**src/verilog/mac_pkg.sv**
```systemverilog
// constants and field layout of the monitor alarm and pin configuration bank
`default_nettype none

package mac_pkg;

    // ------------------------------------------------------------
    // register map
    // ------------------------------------------------------------
    localparam int          ADDR_W            = 7;
    localparam int          DATA_W            = 16;
    localparam logic [6:0]  ALARM_CFG_ADDR    = 7'h11;
    localparam logic [6:0]  CHAN_SEL_ADDR     = 7'h12;
    localparam logic [15:0] ALARM_CFG_RESET   = 16'h036a;
    localparam logic [15:0] CHAN_SEL_RESET    = 16'h0000;
    localparam logic [15:0] READ_UNMAPPED     = 16'h0000;

    // ------------------------------------------------------------
    // alarm and pin configuration fields
    // ------------------------------------------------------------
    localparam int READY_EN_BIT       = 15;
    localparam int READY_SEL_BIT      = 14;
    localparam int CH_FILT_LSB        = 8;
    localparam int PNP_BIT            = 7;
    localparam int SHUTOFF_BIT        = 6;
    localparam int LT_FILT_LSB        = 4;
    localparam int RT2_FILT_LSB       = 2;
    localparam int RT1_FILT_LSB       = 0;

    // ------------------------------------------------------------
    // channel select bits, also the index of each alarm channel
    // ------------------------------------------------------------
    localparam int NUM_CHAN           = 15;
    localparam int LT_CHAN            = 14;
    localparam int RT2_CHAN           = 13;
    localparam int RT1_CHAN           = 12;
    localparam int ADC_CHAN_TOP       = 11;

    // filter counters must hold the largest run of 256 samples
    localparam int FILT_CNT_W         = 9;

    typedef logic [FILT_CNT_W-1:0] mac_count_t;

    // three-bit channel code: 1, 4, 8, 16, 32, 64, 128, 256
    function automatic mac_count_t mac_chan_runs(input logic [2:0] code);
        mac_count_t one;
        one = mac_count_t'(1);
        if (code == 3'h0) begin
            return one;
        end
        // widen before adding so code 111 gives 256 rather than wrapping to 1
        return one << ({1'b0, code} + 4'h1);
    endfunction : mac_chan_runs

    // two-bit temperature code: 1, 2, 4, 8
    function automatic mac_count_t mac_temp_runs(input logic [1:0] code);
        return mac_count_t'(1) << code;
    endfunction : mac_temp_runs

endpackage : mac_pkg

`default_nettype wire
```
**src/verilog/mac_alarm_filter.sv**
```systemverilog
// consecutive out-of-range sample filter for one alarm channel
`timescale 1ns/1ps
`default_nettype none

module mac_alarm_filter #(
    parameter int CNT_W = 9
) (
    input  wire logic             clock_in,        // system clock
    input  wire logic             resetn_in,       // synchronous reset, active low
    input  wire logic             sample_valid_in, // one-cycle pulse per conversion
    input  wire logic             out_of_range_in, // sample outside limits
    input  wire logic [CNT_W-1:0] runs_in,         // samples needed to raise alarm
    output logic                  alarm_out        // filtered alarm level
);

    // ------------------------------------------------------------
    // parameter check
    // ------------------------------------------------------------
    if (CNT_W < 2) begin : g_bad_width
        $error("mac_alarm_filter: CNT_W must be at least 2");
    end

    logic [CNT_W-1:0] count_q;
    logic [CNT_W-1:0] count_d;
    logic             alarm_q;
    logic             alarm_d;

    // count an unbroken run; the counter saturates at the threshold so
    // a long alarm never wraps back to a quiet state
    always_comb begin
        count_d = count_q;
        alarm_d = alarm_q;
        if (sample_valid_in) begin
            if (!out_of_range_in) begin
                count_d = '0;
                alarm_d = 1'b0;
            end else if (count_q + 1'b1 >= runs_in) begin
                count_d = runs_in;
                alarm_d = 1'b1;
            end else begin
                count_d = count_q + 1'b1;
            end
        end
    end

    // register the filter state
    always_ff @(posedge clock_in) begin
        if (!resetn_in) begin
            count_q <= '0;
            alarm_q <= 1'b0;
        end else begin
            count_q <= count_d;
            alarm_q <= alarm_d;
        end
    end

    assign alarm_out = alarm_q;

endmodule : mac_alarm_filter

`default_nettype wire

```
**src/verilog/mac_config.sv**
```systemverilog
// alarm and pin configuration bank with channel select and alarm filters
`timescale 1ns/1ps
`default_nettype none

module mac_config
    import mac_pkg::*;
(
    input  wire logic                        clock_in,            // system clock, 100 MHz
    input  wire logic                        resetn_in,           // synchronous reset, active low
    // register port from the serial host interface
    input  wire logic [mac_pkg::ADDR_W-1:0]  reg_addr_in,         // register address
    input  wire logic [mac_pkg::DATA_W-1:0]  reg_wdata_in,        // write data
    input  wire logic                        reg_write_in,        // write strobe, one cycle
    input  wire logic                        reg_read_in,         // read strobe, one cycle
    output logic      [mac_pkg::DATA_W-1:0]  reg_rdata_out,       // read data, next cycle
    output logic                             reg_rvalid_out,      // read data valid pulse
    // shared ready pin
    input  wire logic                        data_available_signal, // data-available source
    input  wire logic                        conversion_ready_in, // conversion-ready source
    output logic                             ready_pin_out,       // ready pin level
    output logic                             ready_pin_oe_out,    // ready pin driven when high
    // remote diode mode
    output logic                             remote_diode_pnp_select, // both remote diodes PNP
    // amplifier control
    input  wire logic                        amp_on_request_in,   // software wants amplifier on
    input  wire logic                        negative_supply_alarm_in, // supply alarm level
    output logic                             amplifier_on_output, // amplifier-on pin
    // conversion sequencing and alarm filtering
    output logic      [mac_pkg::NUM_CHAN-1:0] channel_enable_out, // channels in the cycle
    input  wire logic [mac_pkg::NUM_CHAN-1:0] sample_valid_in,    // per-channel sample pulse
    input  wire logic [mac_pkg::NUM_CHAN-1:0] out_of_range_in,    // per-channel limit breach
    output logic      [mac_pkg::NUM_CHAN-1:0] alarm_out           // filtered alarms
);

    import mac_pkg::*;

    // ------------------------------------------------------------
    // register file
    // ------------------------------------------------------------
    logic [DATA_W-1:0] alarm_cfg_q;
    logic [DATA_W-1:0] alarm_cfg_d;
    logic [DATA_W-1:0] chan_sel_q;
    logic [DATA_W-1:0] chan_sel_d;
    logic [DATA_W-1:0] rdata_q;
    logic [DATA_W-1:0] rdata_d;
    logic              rvalid_q;
    logic              rvalid_d;

    // writes land whole; the reserved bits 13..11 and bit 15 of the
    // select register are stored as written so readback matches
    always_comb begin
        alarm_cfg_d = alarm_cfg_q;
        chan_sel_d  = chan_sel_q;
        if (reg_write_in) begin
            if (reg_addr_in == ALARM_CFG_ADDR) begin
                alarm_cfg_d = reg_wdata_in;
            end
            if (reg_addr_in == CHAN_SEL_ADDR) begin
                chan_sel_d = reg_wdata_in;
            end
        end
    end

    // read mux; unmapped addresses answer zero
    always_comb begin
        rvalid_d = reg_read_in;
        rdata_d  = rdata_q;
        if (reg_read_in) begin
            if (reg_addr_in == ALARM_CFG_ADDR) begin
                rdata_d = alarm_cfg_q;
            end else if (reg_addr_in == CHAN_SEL_ADDR) begin
                rdata_d = chan_sel_q;
            end else begin
                rdata_d = READ_UNMAPPED;
            end
        end
    end

    // register the bank and the read answer
    always_ff @(posedge clock_in) begin
        if (!resetn_in) begin
            alarm_cfg_q <= ALARM_CFG_RESET;
            chan_sel_q  <= CHAN_SEL_RESET;
            rdata_q     <= READ_UNMAPPED;
            rvalid_q    <= 1'b0;
        end else begin
            alarm_cfg_q <= alarm_cfg_d;
            chan_sel_q  <= chan_sel_d;
            rdata_q     <= rdata_d;
            rvalid_q    <= rvalid_d;
        end
    end

    // read data holds until the next read, so a slow host can still
    // pick it up after the valid pulse has gone
    assign reg_rdata_out  = rdata_q;
    assign reg_rvalid_out = rvalid_q;

    // ------------------------------------------------------------
    // field decode
    // ------------------------------------------------------------
    logic       ready_pin_enable;
    logic       ready_pin_function_select;
    logic       supply_alarm_amp_shutoff;
    logic [2:0] channel_alarm_filter;
    logic [1:0] local_temp_alarm_filter;
    logic [1:0] remote_two_alarm_filter;
    logic [1:0] remote_one_alarm_filter;

    assign ready_pin_enable          = alarm_cfg_q[READY_EN_BIT];
    assign ready_pin_function_select = alarm_cfg_q[READY_SEL_BIT];
    assign supply_alarm_amp_shutoff  = alarm_cfg_q[SHUTOFF_BIT];
    assign channel_alarm_filter      = alarm_cfg_q[CH_FILT_LSB +: 3];
    assign local_temp_alarm_filter   = alarm_cfg_q[LT_FILT_LSB +: 2];
    assign remote_two_alarm_filter   = alarm_cfg_q[RT2_FILT_LSB +: 2];
    assign remote_one_alarm_filter   = alarm_cfg_q[RT1_FILT_LSB +: 2];

    // ------------------------------------------------------------
    // shared ready pin
    // ------------------------------------------------------------
    logic ready_pin_q;
    logic ready_pin_d;
    logic ready_oe_q;
    logic ready_oe_d;

    // the pin level is registered so a select change never glitches it
    always_comb begin
        ready_oe_d  = ready_pin_enable;
        ready_pin_d = 1'b0;
        if (ready_pin_enable) begin
            ready_pin_d = ready_pin_function_select ? conversion_ready_in
                                                    : data_available_signal;
        end
    end

    // register the pin
    always_ff @(posedge clock_in) begin
        if (!resetn_in) begin
            ready_pin_q <= 1'b0;
            ready_oe_q  <= 1'b0;
        end else begin
            ready_pin_q <= ready_pin_d;
            ready_oe_q  <= ready_oe_d;
        end
    end

    assign ready_pin_out    = ready_pin_q;
    assign ready_pin_oe_out = ready_oe_q;

    // remote diode transistor type goes straight from its bit
    assign remote_diode_pnp_select = alarm_cfg_q[PNP_BIT];

    // ------------------------------------------------------------
    // amplifier interlock
    // ------------------------------------------------------------
    logic tripped_q;
    logic tripped_d;
    logic amp_on_q;
    logic amp_on_d;

    // once tripped the amplifier stays off until the supply alarm has
    // gone and software has dropped its on request, so a bouncing
    // alarm cannot toggle the amplifier on its own
    always_comb begin
        tripped_d = tripped_q;
        if (supply_alarm_amp_shutoff && negative_supply_alarm_in) begin
            tripped_d = 1'b1;
        end else if (!negative_supply_alarm_in && !amp_on_request_in) begin
            tripped_d = 1'b0;
        end
        // with shutoff clear the alarm cannot trip the pin; it only holds off the clearing of a trip already latched
        amp_on_d = amp_on_request_in && !tripped_d;
    end

    // register the interlock
    always_ff @(posedge clock_in) begin
        if (!resetn_in) begin
            tripped_q <= 1'b0;
            amp_on_q  <= 1'b0;
        end else begin
            tripped_q <= tripped_d;
            amp_on_q  <= amp_on_d;
        end
    end

    // the interlock can only hold the pin off; turning it on is always
    // the request's doing
    assign amplifier_on_output = amp_on_q;

    // ------------------------------------------------------------
    // channel sequencing and alarm filters
    // ------------------------------------------------------------
    // the sequencer walks only enabled channels; bit 15 of the select
    // register is kept for readback but drives nothing
    assign channel_enable_out = chan_sel_q[NUM_CHAN-1:0];

    // one filter per channel; its threshold comes from the field that
    // covers its sensor group
    for (genvar ch = 0; ch < NUM_CHAN; ch++) begin : g_filter
        mac_count_t runs;
        if (ch == LT_CHAN) begin : g_lt
            assign runs = mac_temp_runs(local_temp_alarm_filter);
        end else if (ch == RT2_CHAN) begin : g_rt2
            assign runs = mac_temp_runs(remote_two_alarm_filter);
        end else if (ch == RT1_CHAN) begin : g_rt1
            assign runs = mac_temp_runs(remote_one_alarm_filter);
        end else begin : g_adc
            assign runs = mac_chan_runs(channel_alarm_filter);
        end

        mac_alarm_filter #(
            .CNT_W           (FILT_CNT_W)
        ) u_filter (
            .clock_in        (clock_in),
            .resetn_in       (resetn_in),
            // skipped channels never feed their filter
            .sample_valid_in (sample_valid_in[ch] && chan_sel_q[ch]),
            .out_of_range_in (out_of_range_in[ch]),
            .runs_in         (runs),
            .alarm_out       (alarm_out[ch])
        );
    end

endmodule : mac_config

`default_nettype wire

```
**config.mk**
```make
export PLATFORM = sky130hd
export DESIGN_NAME = mac_config
export DESIGN_NICKNAME = d
export VERILOG_FILES = /design/src/verilog/mac_pkg.sv /design/src/verilog/mac_alarm_filter.sv /design/src/verilog/mac_config.sv
export SDC_FILE = /design/constraint.sdc
export NUM_CORES = 1
export LEC_CHECK = 0
export BUFFER_PORTS_ARGS = -buffer_cell sky130_fd_sc_hd__buf_4
export CAP_MARGIN = 15
export CORE_MARGIN = 10
export CORE_UTILIZATION = 30
export DETAILED_ROUTE_END_ITERATION = 6
export SLEW_MARGIN = 20
export SYNTH_ARGS = -nofsm -noshare
export SYNTH_HDL_FRONTEND = slang
export SYNTH_SLANG_ARGS = --single-unit
```
**constraint.sdc**
```tcl
create_clock -name clock_in -period 3.4 [get_ports clock_in]
set_input_delay 0.68 -clock clock_in [delete_from_list [all_inputs] [get_ports clock_in]]
set_output_delay 0.68 -clock clock_in [all_outputs]
set_load 0.1 [all_outputs]
```
==> summary.txt <==
CTS
  – H-tree levels: 1
  – CTS max path bufs: 3
  – Clock transition at path regs: 0.06 ns
  – CTS tree: done
  – Worst-Skew Late Latency: 0.55 ns
  – Setup bufs post-CTS: 0
  – CTS Root Cell: clkbuf_16
  – Clk sink count: roughly 200
  – CTS Buf Count: 25

Finish
  – N_diodes: 0
  – Area Overhead vs Synth: 17.5%
  – Layout cells sized above 1: 0.133
  – Nets: just under 2000
  – Core Util, Final: 0.357
  – Design area: 15800 sq um

Timing
  – Fin. max-slew vios: 0
  – Final Skew: 0.0219 ns
  – Max-slew headroom: 0.350
  – Final Hold Vio Count: 0
  – Max frequency: roughly 0.32 GHz
  – Setup TNS: 0 ns
  – Post-layout min period: ~3.1 ns
  – RSZ-0062 raised after global routing: no
  – Worst-Margin Slew: 0.971 ns
  – Final Cycle Share: 0.919
  – Setup violators final: 0

Floorplan
  – Row count: 77
  – Die ar.: between 50000 and 60000 sq um
  – Core area: 44200 sq um
  – Chip height: 232 um
  – Die X: 232 um
  – Ports: between 100 and 150
  – Initial Utilization: 0.304

Yosys
  – Mapped Avg Cell Area: 8.26 sq um
  – Flops & latches, synth: 203
  – Ys flop type: dfxtp_1
  – Ys async rst share: 0
  – Synthesis Warnings: 0
  – Post-synth EDFFs: 0
  – Cells after synthesis: 1626
  – Mapped Area: 13400 sq um
  – Synth top area cells: dfxtp_1 30%, ha_1 12%, nand2_1 5.1%
  – Leading area contributor after synthesis: dfxtp_1
  – Sequential area share after synthesis: 0.303
  – Synth top area share: 0.303
  – Synth unique cells: between 70 and 80

Global routing
  – GR Util All Layers: 0.144
  – Vias in the first global route: 12000
  – Initial antenna violation count: 0
  – Overflow after GRT: 0
  – Pin count of the biggest net entering global routing: 43
  – Global-route wire length before repair: around 64 mm

Setup path
  – Buffers plus inverters on the worst setup path: 1
  – Worst setup EP type: flop
  – Startpoint types: flop
  – Worst Path Arrival: 3.55 ns
  – Worst EP required: between 3 and 4 ns
  – CP top delay family: compound AO/OA/AOI/OAI gates
  – Setup CP Type: reg2reg
  – Slowest stage delay, CP: 0.50 ns
  – Crit-path slowest cell: a2111oi_1
  – CP Max Fanout: 17
  – CP dominant cell by count: ha_1
  – Critical Path, Cell by Cell: ha_1 > nand3_1 > or3_1 > nor2_1 > xor2_1 > ha_1 > nand2_1 > a2111oi_1 > a2111oi_4 > buf_12 > o311ai_0

Drt
  – WL final: between 40 and 50 mm
  – Starting DRT DRC Count: 940
  – Total iterations of the first detailed-routing run: 5
  – Wire per inst: ~17 um
  – Post-DRT Antenna Nets: 0
  – Via count: 12500
  – Post-route DRC: 0
  – Vias per cell: 5.33

Place
  – PortBufs: about 110
  – Post-DP Area: 14900 sq um
  – Placer Congestion: 0.847
  – Post-DP HPWL: 29.1 mm

Power
  – Worst VDD drop: 0.346 mV
  – P_leak: 6.68 nW
  – PwrDens: 342 nW/um^2

Min path
  – Worst hold-check path type: in2reg

Outcome
  – Status: complete, no violations

Run
  – Max-cap violations: 0
-- cell usage after synthesis, drive strengths merged, types with 42 or more instances --
cell type,n
buf,44
xor2,42
a31oi,45
nand3,113
dfxtp,203
o21ai,56
clkbuf,50
and3,46
nor2,133
xnor2,53
mux2i,62
a21oi,69
nand2,181
inv,48
ha,134
-- what timing repair did --
| item | in CTS | in global routing |
|---|---|---|
| gates resized for setup | 0 | 2 |
| hold buffers | 0 | 0 |
| setup endpoints to repair | 0 | 9 |
-- registers in the layout, indices dropped and copies added (netlist names) --
register / count
chan_sel_q: 16
reg_rvalid_out: 1
alarm_cfg_q: 16
tripped_q: 1
g_filter.u_filter.alarm_out: 15
amplifier_on_output: 1
reg_rdata_out: 16
ready_pin_oe_out: 1
g_filter.u_filter.count_q: 135
ready_pin_out: 1
-- stage by stage --
step | hold WS, ns | setup WS (ns) | total power, mW | cells
floorplan | 0.385 | 0.0522 | 2.63 | 1636
global placement | 0.387 | 0.338 | 2.77 | 2294
detailed placement | 0.398 | 0.192 | 2.77 | 2294
CTS | 0.336 | 0.164 | 5.46 | 2339
global route | 0.360 | 0.00231 | 5.58 | 2339
finish | 0.363 | 0.275 | 5.40 | 2339
-- cell families after synthesis --
family / share of synthesized area
adders and majority gates: 0.125
other: 0.000279
muxes: 0.0518
buffers and inverters: 0.0507
xor gates and xnor gates: 0.0619
DFF: 0.303
AOI/OAI and AO/OA: 0.188
and+or+nand+nor: 0.220
-- cell type report --
cell class	instances	area [sq um]
Tap cell	592	741
Timing Repair Buffer	160	1230
Clock inverter	10	85.1
Sequential cell	203	4060
Fill cell	4556	28400
Inverter	48	180
Multi-Input combinational cell	1291	8740
Clock buffer	35	743
-- power breakdown --
part / internal, mW / total [mW] / switching (mW) / leakage (nW)
sequential: 2.39 / 2.40 / 0.00861 / 1.64
clock: 1.59 / 2.69 / 1.09 / 0.414
combinational: 0.101 / 0.317 / 0.215 / 4.62
total: 4.09 / 5.40 / 1.31 / 6.68
-- placed cells by master, fill, tap and decap left out, types with 11 or more instances in the layout --
| master | n |
|---|---|
| dfxtp_1 | 203 |
| nand2_1 | 181 |
| buf_4 | 158 |
| ha_1 | 134 |
| nor2_1 | 132 |
| nand3_1 | 113 |
| a21oi_1 | 69 |
| mux2i_1 | 62 |
| o21ai_0 | 54 |
| xnor2_1 | 53 |
| inv_1 | 47 |
| a31oi_1 | 45 |
| and3_1 | 43 |
| xor2_1 | 42 |
| o22ai_1 | 34 |
| nand4_1 | 33 |
| o311ai_0 | 28 |
| clkbuf_16 | 25 |
| nor3_1 | 23 |
| a22oi_1 | 23 |
| a211oi_1 | 21 |
| nand2b_1 | 20 |
| and2_1 | 11 |
| conb_1 | 11 |
-- path summary, 6_finish.rpt --
path                            slack (ns)                              end  depth (start not counted)                            start
worst min register to register        0.41              amplifier_on_output                          1                        tripped_q
worst max register to register        0.28  g_filter[4].u_filter.count_q[3]                         11  g_filter[4].u_filter.count_q[1]
worst min-delay path                  0.36                   alarm_cfg_q[3]                          3                  reg_wdata_in[3]
worst max-delay path                  0.28  g_filter[4].u_filter.count_q[3]                         11  g_filter[4].u_filter.count_q[1]
-- layer usage --
| layer | up-vias | global-route usage | part of all wire | wire length [um] |
|---|---|---|---|---|
| met3 | 53 | 0.0227 | 0.053 | 2130 |
| met4 | 0 | 0.0382 | 0.023 | 925 |
| met1 | 5941 | 0.193 | 0.46 | 18700 |
| met2 | 282 | 0.235 | 0.46 | 18600 |
| li1 | 6183 | - | - | - |
| met5 | - | 0 | 0 | 0 |
-- worst reg2reg max path: cells and delay by family, from the launching register on --
family | cells | cell delay, ns
compound gates | 3 | 0.96
simple gates | 4 | 0.82
fa+ha+maj | 2 | 0.58
flops | 1 | 0.38
buf+inv | 1 | 0.19
xor+xnor | 1 | 0.10
Power figures use the tool's default switching activity.
